## src/logic/srms_pkg.sv

```systemverilog
// Package for the request memory-type decoder and status word reporter.
// Assumes a single 25 MHz clock domain; shared by the top and its memory.
package srms_pkg;
	// Memory-type codes, word unit
	localparam logic [7:0] MT_REG_WORD   = 8'h08;
	localparam logic [7:0] MT_AIN_WORD   = 8'h0A;
	localparam logic [7:0] MT_AOUT_WORD  = 8'h0C;
	// Bit unit
	localparam logic [7:0] MT_IN_BIT     = 8'h46;
	localparam logic [7:0] MT_OUT_BIT    = 8'h48;
	localparam logic [7:0] MT_TMP_BIT    = 8'h4A;
	localparam logic [7:0] MT_INT_BIT    = 8'h4C;
	localparam logic [7:0] MT_SDA_BIT    = 8'h4E;
	localparam logic [7:0] MT_SDB_BIT    = 8'h50;
	localparam logic [7:0] MT_SDC_BIT    = 8'h52;
	localparam logic [7:0] MT_SYS_BIT    = 8'h54;
	localparam logic [7:0] MT_GLB_BIT    = 8'h56;
	// Byte unit
	localparam logic [7:0] MT_IN_BYTE    = 8'h10;
	localparam logic [7:0] MT_OUT_BYTE   = 8'h12;
	localparam logic [7:0] MT_TMP_BYTE   = 8'h14;
	localparam logic [7:0] MT_INT_BYTE   = 8'h16;
	localparam logic [7:0] MT_SDA_BYTE   = 8'h18;
	localparam logic [7:0] MT_SDB_BYTE   = 8'h1A;
	localparam logic [7:0] MT_SDC_BYTE   = 8'h1C;
	localparam logic [7:0] MT_SYS_BYTE   = 8'h1E;
	localparam logic [7:0] MT_GLB_BYTE   = 8'h38;
	// Status word codes
	localparam logic [7:0] MAJ_OK        = 8'h01;
	localparam logic [7:0] MIN_NONE      = 8'h00;
	localparam logic [7:0] MAJ_SRV_ERR   = 8'h05;
	localparam logic [7:0] MAJ_BUSY      = 8'h07;
	localparam logic [7:0] MIN_BAD_PARAM = 8'hF4;
	localparam logic [7:0] MIN_NO_PRIV   = 8'hFE;
	localparam logic [7:0] MIN_ABORT     = 8'hFF;
	// Reset values and sizes
	localparam logic [15:0] STATUS_RST   = 16'h0000;
	localparam logic [15:0] ADDR_FIRST   = 16'h0001;
	localparam logic [15:0] MAX_DEF      = 16'h2000;
	localparam int          NUM_AREAS    = 13;
	localparam int          AREA_W       = 4;
	localparam logic [3:0]  AREA_NONE    = 4'hF;

	typedef enum logic [1:0] {
		UNIT_WORD = 2'h0,
		UNIT_BIT  = 2'h1,
		UNIT_BYTE = 2'h2,
		UNIT_BAD  = 2'h3
	} srms_unit_e;
endpackage

```

## src/logic/srms_limit_mem.sv

```systemverilog
// Small table of per-area upper address limits.
// Assumes one clock; read data registered, one-cycle latency.
`timescale 1ns/100ps
`default_nettype none
module srms_limit_mem
	import srms_pkg::*;
(
	// Clock and reset
	input  wire logic                i_clock,
	input  wire logic                i_rst,
	// Write port
	input  wire logic                i_wr_en,
	input  wire logic [AREA_W-1:0]   i_wr_area,
	input  wire logic [15:0]         i_wr_max,
	// Read port
	input  wire logic [AREA_W-1:0]   i_rd_area,
	output var  logic [15:0]         o_rd_max
);
	logic [15:0] mem_r [0:NUM_AREAS-1];

	always_ff @(posedge i_clock or posedge i_rst) begin
		if (i_rst) begin
			for (int k = 0; k < NUM_AREAS; k++) begin
				mem_r[k] <= MAX_DEF;
			end
			o_rd_max <= 16'h0000;
		end else begin
			if (i_wr_en && (i_wr_area < AREA_W'(NUM_AREAS))) begin
				mem_r[i_wr_area] <= i_wr_max;
			end
			// Unknown area reads zero so every address fails the range test
			if (i_rd_area < AREA_W'(NUM_AREAS)) begin
				o_rd_max <= mem_r[i_rd_area];
			end else begin
				o_rd_max <= 16'h0000;
			end
		end
	end
endmodule
`default_nettype wire

```

## src/logic/srms_top.sv

```systemverilog
// Request memory-type decoder and status word reporter.
// Assumes the CPU side presents one request per pulse and a transfer
// engine that reports its own completion with a major/minor code pair.
//
// Overview of operation
// - Codes 08h/0Ah/0Ch select word-unit tables
// - Codes 46h..56h select bit-unit discrete areas
// - Codes 10h..1Ch,1Eh,38h select byte-unit discrete areas
// - Byte types count offset and length in bytes
// - System discretes 54h/1Eh reject writes
// - Addresses valid from 1 to configurable maximum
// - Bit or byte choice costs no time
// - Status written at the given status address plus one
// - Status word delivered is never zero
// - Success writes low byte 1, high 0
// - Failure puts major code above 1
// - Failure puts minor code in high byte
// - Errors also copied to diagnostic word one
`timescale 1ns/100ps
`default_nettype none
module srms_top
	import srms_pkg::*;
(
	// Clock and reset
	input  wire logic                i_clock,
	input  wire logic                i_rst,
	// Request from the CPU program
	input  wire logic                i_req_valid,
	input  wire logic                i_req_write,
	input  wire logic [7:0]          i_req_mem_type,
	input  wire logic [15:0]         i_req_addr,
	input  wire logic [15:0]         i_req_count,
	input  wire logic [7:0]          i_req_stat_type,
	input  wire logic [15:0]         i_req_stat_addr_m1,
	// Limit configuration
	input  wire logic                i_lim_wr,
	input  wire logic [3:0]          i_lim_area,
	input  wire logic [15:0]         i_lim_max,
	// Transfer engine handshake
	output logic                     o_xfer_start,
	output logic [3:0]               o_xfer_area,
	output logic [1:0]               o_xfer_unit,
	output logic                     o_xfer_write,
	output logic [15:0]              o_xfer_addr,
	output logic [15:0]              o_xfer_count,
	input  wire logic                i_xfer_done,
	input  wire logic [7:0]          i_xfer_major,
	input  wire logic [7:0]          i_xfer_minor,
	// Status word write-back
	output logic                     o_stat_wr,
	output logic [7:0]               o_stat_type,
	output logic [15:0]              o_stat_addr,
	output logic [15:0]              o_stat_word,
	// Diagnostic word one and state
	output logic [15:0]              o_diag_word1,
	output logic                     o_busy
);
	typedef enum logic [3:0] {
		ST_IDLE  = 4'b0001,
		ST_CHECK = 4'b0010,
		ST_XFER  = 4'b0100,
		ST_DONE  = 4'b1000
	} srms_state_e;

	typedef struct packed {
		srms_state_e state;
		logic        write;
		logic [3:0]  area;
		srms_unit_e  unit;
		logic [15:0] addr;
		logic [15:0] count;
		logic [7:0]  stype;
		logic [15:0] saddr;
		logic [7:0]  major;
		logic [7:0]  minor;
		logic        xfer_start;
		logic        stat_wr;
		logic [15:0] stat_word;
		logic [15:0] diag1;
		logic        busy;
	} srms_s;

	srms_s       st_r;
	srms_s       st_nxt;
	logic [15:0] lim_max;
	logic [3:0]  area;
	srms_unit_e  unit;
	logic [5:0]  req_code;
	logic [3:0]  rd_area;
	logic        range_ok;

	// Area index and access unit from a memory-type code
	function automatic logic [5:0] decode(input logic [7:0] c);
		unique case (c)
			MT_REG_WORD:  return {4'h0, UNIT_WORD};
			MT_AIN_WORD:  return {4'h1, UNIT_WORD};
			MT_AOUT_WORD: return {4'h2, UNIT_WORD};
			MT_IN_BIT:    return {4'h3, UNIT_BIT};
			MT_OUT_BIT:   return {4'h4, UNIT_BIT};
			MT_TMP_BIT:   return {4'h5, UNIT_BIT};
			MT_INT_BIT:   return {4'h6, UNIT_BIT};
			MT_SDA_BIT:   return {4'h7, UNIT_BIT};
			MT_SDB_BIT:   return {4'h8, UNIT_BIT};
			MT_SDC_BIT:   return {4'h9, UNIT_BIT};
			MT_SYS_BIT:   return {4'hA, UNIT_BIT};
			MT_GLB_BIT:   return {4'hB, UNIT_BIT};
			MT_IN_BYTE:   return {4'h3, UNIT_BYTE};
			MT_OUT_BYTE:  return {4'h4, UNIT_BYTE};
			MT_TMP_BYTE:  return {4'h5, UNIT_BYTE};
			MT_INT_BYTE:  return {4'h6, UNIT_BYTE};
			MT_SDA_BYTE:  return {4'h7, UNIT_BYTE};
			MT_SDB_BYTE:  return {4'h8, UNIT_BYTE};
			MT_SDC_BYTE:  return {4'h9, UNIT_BYTE};
			MT_SYS_BYTE:  return {4'hA, UNIT_BYTE};
			MT_GLB_BYTE:  return {4'hB, UNIT_BYTE};
			default:      return {AREA_NONE, UNIT_BAD};
		endcase
	endfunction

	// Bit and byte forms of one area share an index, so the limit is the
	// bit count; a byte request is scaled by eight before comparing.
	function automatic logic [19:0] in_bits(input logic [15:0] v,
		input srms_unit_e u);
		return (u == UNIT_BYTE) ? {1'b0, v, 3'h0} : {4'h0, v};
	endfunction

	assign area     = st_r.area;
	assign unit     = st_r.unit;
	assign req_code = decode(i_req_mem_type);
	// While idle the limit is read with the incoming code, so the value
	// stands ready in the check cycle; the held area is used afterwards
	assign rd_area  = (st_r.state == ST_IDLE) ? req_code[5:2] : st_r.area;

	srms_limit_mem u_lim (
		.i_clock   (i_clock),
		.i_rst     (i_rst),
		.i_wr_en   (i_lim_wr),
		.i_wr_area (i_lim_area),
		.i_wr_max  (i_lim_max),
		.i_rd_area (rd_area),
		.o_rd_max  (lim_max)
	);

	// Last unit touched = (addr-1+count) in the area's own unit
	always_comb begin
		logic [19:0] last_u;
		logic [19:0] lim_u;
		last_u = 20'h00000;
		lim_u  = {4'h0, lim_max};
		last_u = 20'(in_bits(st_r.addr, unit) - 20'h00001)
			+ in_bits(st_r.count, unit);
		if (unit == UNIT_BYTE) begin
			last_u = 20'(in_bits(st_r.addr, unit) - 20'h00008)
				+ in_bits(st_r.count, unit);
		end
		range_ok = (st_r.addr >= ADDR_FIRST) && (st_r.count != 16'h0000)
			&& (last_u <= lim_u);
	end

	always_comb begin
		st_nxt            = st_r;
		st_nxt.xfer_start = 1'b0;
		st_nxt.stat_wr    = 1'b0;
		unique case (st_r.state)
			ST_IDLE: begin
				if (i_req_valid) begin
					st_nxt.write = i_req_write;
					st_nxt.area  = req_code[5:2];
					st_nxt.unit  = srms_unit_e'(req_code[1:0]);
					st_nxt.addr  = i_req_addr;
					st_nxt.count = i_req_count;
					st_nxt.stype = i_req_stat_type;
					st_nxt.saddr = 16'(i_req_stat_addr_m1 + 16'h0001);
					st_nxt.state = ST_CHECK;
				end
			end
			ST_CHECK: begin
				// Limit memory read data is valid here, one cycle after load
				if (unit == UNIT_BAD || !range_ok) begin
					st_nxt.major = MAJ_SRV_ERR;
					st_nxt.minor = MIN_BAD_PARAM;
					st_nxt.state = ST_DONE;
				end else if (st_r.write && area == 4'hA) begin
					st_nxt.major = MAJ_SRV_ERR;
					st_nxt.minor = MIN_NO_PRIV;
					st_nxt.state = ST_DONE;
				end else begin
					// Same handshake for bit and byte forms of an area
					st_nxt.xfer_start = 1'b1;
					st_nxt.state      = ST_XFER;
				end
			end
			ST_XFER: begin
				if (i_xfer_done) begin
					if (i_xfer_major == MAJ_OK) begin
						st_nxt.major = MAJ_OK;
						st_nxt.minor = MIN_NONE;
					end else if (i_xfer_major <= MAJ_OK) begin
						// A zero major code must not look like success
						st_nxt.major = MAJ_SRV_ERR;
						st_nxt.minor = MIN_ABORT;
					end else begin
						st_nxt.major = i_xfer_major;
						st_nxt.minor = i_xfer_minor;
					end
					st_nxt.state = ST_DONE;
				end
			end
			ST_DONE: begin
				st_nxt.stat_word = {st_r.minor, st_r.major};
				st_nxt.stat_wr   = 1'b1;
				if (st_r.major != MAJ_OK) begin
					st_nxt.diag1 = {st_r.minor, st_r.major};
				end
				st_nxt.state = ST_IDLE;
			end
		endcase
		st_nxt.busy = (st_nxt.state != ST_IDLE);
	end

	always_ff @(posedge i_clock or posedge i_rst) begin
		if (i_rst) begin
			st_r <= '{state: ST_IDLE, area: AREA_NONE, unit: UNIT_BAD,
				stype: 8'h00, major: MAJ_OK, minor: MIN_NONE,
				stat_word: STATUS_RST, diag1: STATUS_RST, default: '0};
		end else begin
			st_r <= st_nxt;
		end
	end

	assign o_xfer_start = st_r.xfer_start;
	assign o_xfer_area  = st_r.area;
	assign o_xfer_unit  = st_r.unit;
	assign o_xfer_write = st_r.write;
	assign o_xfer_addr  = st_r.addr;
	assign o_xfer_count = st_r.count;
	assign o_stat_wr    = st_r.stat_wr;
	assign o_stat_type  = st_r.stype;
	assign o_stat_addr  = st_r.saddr;
	assign o_stat_word  = st_r.stat_word;
	assign o_diag_word1 = st_r.diag1;
	assign o_busy       = st_r.busy;
endmodule
`default_nettype wire

```

## config.mk

```make
export PLATFORM = sky130hd
export DESIGN_NAME = srms_top
export DESIGN_NICKNAME = d
export VERILOG_FILES = /design/src/logic/srms_pkg.sv /design/src/logic/srms_limit_mem.sv /design/src/logic/srms_top.sv
export SDC_FILE = /design/constraint.sdc
export NUM_CORES = 1
export LEC_CHECK = 0
export ABC_AREA = 1
export BUFFER_PORTS_ARGS = -buffer_cell sky130_fd_sc_hd__buf_2
export CORE_MARGIN = 3
export CORE_UTILIZATION = 55
export DETAILED_ROUTE_END_ITERATION = 12
export PLACE_DENSITY = 0.76
export SETUP_SLACK_MARGIN = 0.5
export SYNTH_ARGS = -nofsm -noshare
export SYNTH_HDL_FRONTEND = slang
export SYNTH_SLANG_ARGS = --single-unit
```

## constraint.sdc

```tcl
create_clock -name i_clock -period 24.8 [get_ports i_clock]
set_clock_uncertainty 0.2 [all_clocks]
set_input_delay 2.48 -clock i_clock [delete_from_list [all_inputs] [get_ports i_clock]]
set_output_delay 2.48 -clock i_clock [all_outputs]
set_load 0.02 [all_outputs]
```

==> flow_summary.toml <==
[run_status]
status = "finished, final reports clean"

[cts]
cts-resized-gates = 0
cts_buffer_depth = 3
cts.reportedPaths.clkPinSlew_ns = 0.06
htree_levels = 2
cts_setup_buffers = 0
clk_latency_ns = 0.53
cts_sinks = 342
cts_tree = "done"
numCtsBuffers = 38
cts_root_buffer = "clkbuf_16"
hold_buffers = 0

[floorplanning]
die_h_um = 189.5
die_area_mm2 = 0.03591
num_io_pins = 204
fp.dieW_um = 189.5
initial_utilization_pct = 56.35
core_mm2 = 0.03287
row_count = 66

[sta]
setup-violations-final = 0
tns_ns = 0
finalMaxSlewViolations = 0
slew_headroom_pct = 11.22
fin_crit_sh_pct = 22.87
fmax_ghz = 0.1763
fin_crit_ns = 5.671
grt_setup_unrepaired = "false"
worstMarginPinSlew_ns = 1.328
hold_violations = 0

[route]
drt_wl_total_um = 47130
first_pass_iters = 8
drc_errors = 0
ant_nets = 0
via_per_inst = 5.504
drtIter0Drc = 1274
routedWlPerCell_um = 16.08
vias = 16140

[critical_path]
worst_path_dominant_cell_family = "simple AND/OR/NAND/NOR gates"
path_cells = "buf_2 -> inv_2 -> nor2_1 -> nand2_1 -> nand2_1 -> nand2_1 -> nand3_1 -> nor2_2 -> nand3_4 -> nand3_2 -> buf_4 -> nand2_2 -> buf_4 -> nand2_1 -> nor2_4 -> a21oi_1 -> nand2_1 -> nand2_1 -> inv_1"
path_depth = 19
cpPeakStageDelay_ns = 0.82
path_class = "in -> reg"
required_ns = 25.07
critPathCaptureType = "flop"
cp_slowest_cell = "buf_4"
cp_max_fo = 98
reg2reg_to = "st_r[38]"
cp_common_cell = "nand2_1"
crit_end = "u_lim.o_rd_max[8]"
cp-start-kind = "primary input"
r2r_slack_ns = 19.20
reg2reg_depth = 33
crit_start = "i_req_mem_type[1]"
crit_buf_inv = 5
worstPathArrival_ns = 5.94
rr_startpoint = "o_xfer_unit[1]"

[synth]
ys.flop_type = "dfrtp_1"
synth.avg_cell_area_um2 = 7.634
synth_top_area_share_pct = 43.38
synthTopCellsByArea = "dfrtp_1, nand2_1, o21ai_0"
yosysSeqAreaShare_pct = 46.35
synth_edf_count = 0
synthesis.nets = 2592
ys_ff_latch = 342
yosysUniqueCellTypes = 46
ys_warn_count = 0
synth.largest_area_cell = "dfrtp_1"
syn_inst = 2426
synthesis.area_mm2 = 0.01852
synthArstFlopShare_pct = 100.0

[layout]
drive_gt1_share_pct = 13.09
multi_input_area_mm2 = 0.007834
layout_common_cells = "nand2_1, dfrtp_1, o21ai_0"
fillers = 2924
finalNonFillerCells = 2932
fin_util_pct = 61.45
register_area_mm2 = 0.008584
final_area_mm2 = 0.02020
layout_commonest_cell = "nand2_1"
num-nets-final = 2630
num_antenna_cells = 0
area_growth_pct = 9.060

[job]
cap_violations = 0

[placement]
post-place-cells = 2866
numPortBuffers = 203
post-dp-hpwl_um = 30030
gp_congestion = 0.8783
postPlaceCellArea_mm2 = 0.01897

[global_routing]
grt_pass1_wl_um = 77270
grt.overflow.total = 0
grt_max_degree = 118
grt_antenna_before_repair = 1
grt_usage_pct = 26.04
grt_pass1_vias = 15390

[power]
power.density_mw_per_mm2 = 164.1
ir_worst_vdd_uv = 128.4
power_mw = 3.315
power.leakage_nw = 10.51

[min_path]
holdCritStartpoint = "o_diag_word1[4]"
min-delay-path-class = "reg -> reg"
## how the worst min path moves through the flow
stage,endpoint,depth (start not counted)
after CTS,o_diag_word1[4],2
after floorplan,o_diag_word1[1],2
after global routing,o_stat_type[6],2
after detailed placement,o_diag_word1[4],2
after global placement,o_diag_word1[4],2
final,o_diag_word1[4],2
## flip-flops by register name, summed over array words and instances (netlist names), 2 cells and up
name / flops
o_stat_word: 16
u_lim.o_rd_max: 16
o_xfer_count: 16
u_lim.mem_r: 208
o_stat_addr: 16
o_xfer_area: 4
o_diag_word1: 16
o_stat_type: 8
st_r: 20
o_xfer_addr: 16
o_xfer_unit: 2
## cells by family (layout without fill, tap and decap cells)
group | after synthesis | count (layout) | synth area share (%)
simple gates | 1193 | 1193 | 26.99
compound gates | 368 | 368 | 10.28
xor+xnor | 17 | 17 | 0.8040
fa+ha+maj | 60 | 60 | 4.135
buf+inv | 445 | 509 | 11.38
flops | 342 | 342 | 46.35
mux | 1 | 1 | 0.05405
## metal layers
layer  up-vias  global-route usage [%]  share of wire, %
met4         0                   7.762               2.4
met2       625                   43.43                48
li1       7788                       -                 -
met1      7646                   35.19                42
met3        80                   4.370               7.8
met5         -                       0                 0
## cells in the mapped netlist, types with 3 or more instances
master and count:
a31oi_1 4, dfstp_2 21, o31ai_1 3, nand3_1 299
nand4_1 10, nor2_1 97, dfrtp_1 321, nor2_2 3
nand2_2 4, buf_4 103, clkbuf_1 82, nand2_1 750
ha_1 58, inv_1 208, buf_1 9, o21ai_0 309
xor2_1 12, xnor2_1 5, nor3_1 8, a21oi_1 35
inv_2 12, buf_2 28, nor4_1 10, o21bai_1 4
## worst min-delay path: stages, from the launching register on
cell,delay (ns)
dfrtp_1,0.33
nand2_1,0.05
nand2_1,0.05
## final cells by class
type | instances | area share, %
flip-flops and latches | 342 | 42.50
well taps | 442 | 2.738
repair buffers | 222 | 5.737
inverters | 221 | 4.144
clock inverters | 12 | 0.9354
clock buffers | 54 | 5.154
multi-input cells | 1639 | 38.79
## stage by stage
step	worst slack [ns]	hold slack, ns
floorplan	12.67	0.2431
global placement	18.66	0.2521
detailed placement	18.62	0.2569
CTS	19.15	0.2710
global route	18.76	0.2906
finish	19.13	0.2675
## report_power, final
part	internal [mW]	switching (mW)
Sequential	0.733	0.113
Clock	0.328	0.226
Combinational	0.681	1.24
No activity file was read; power rests on OpenSTA's default activity.
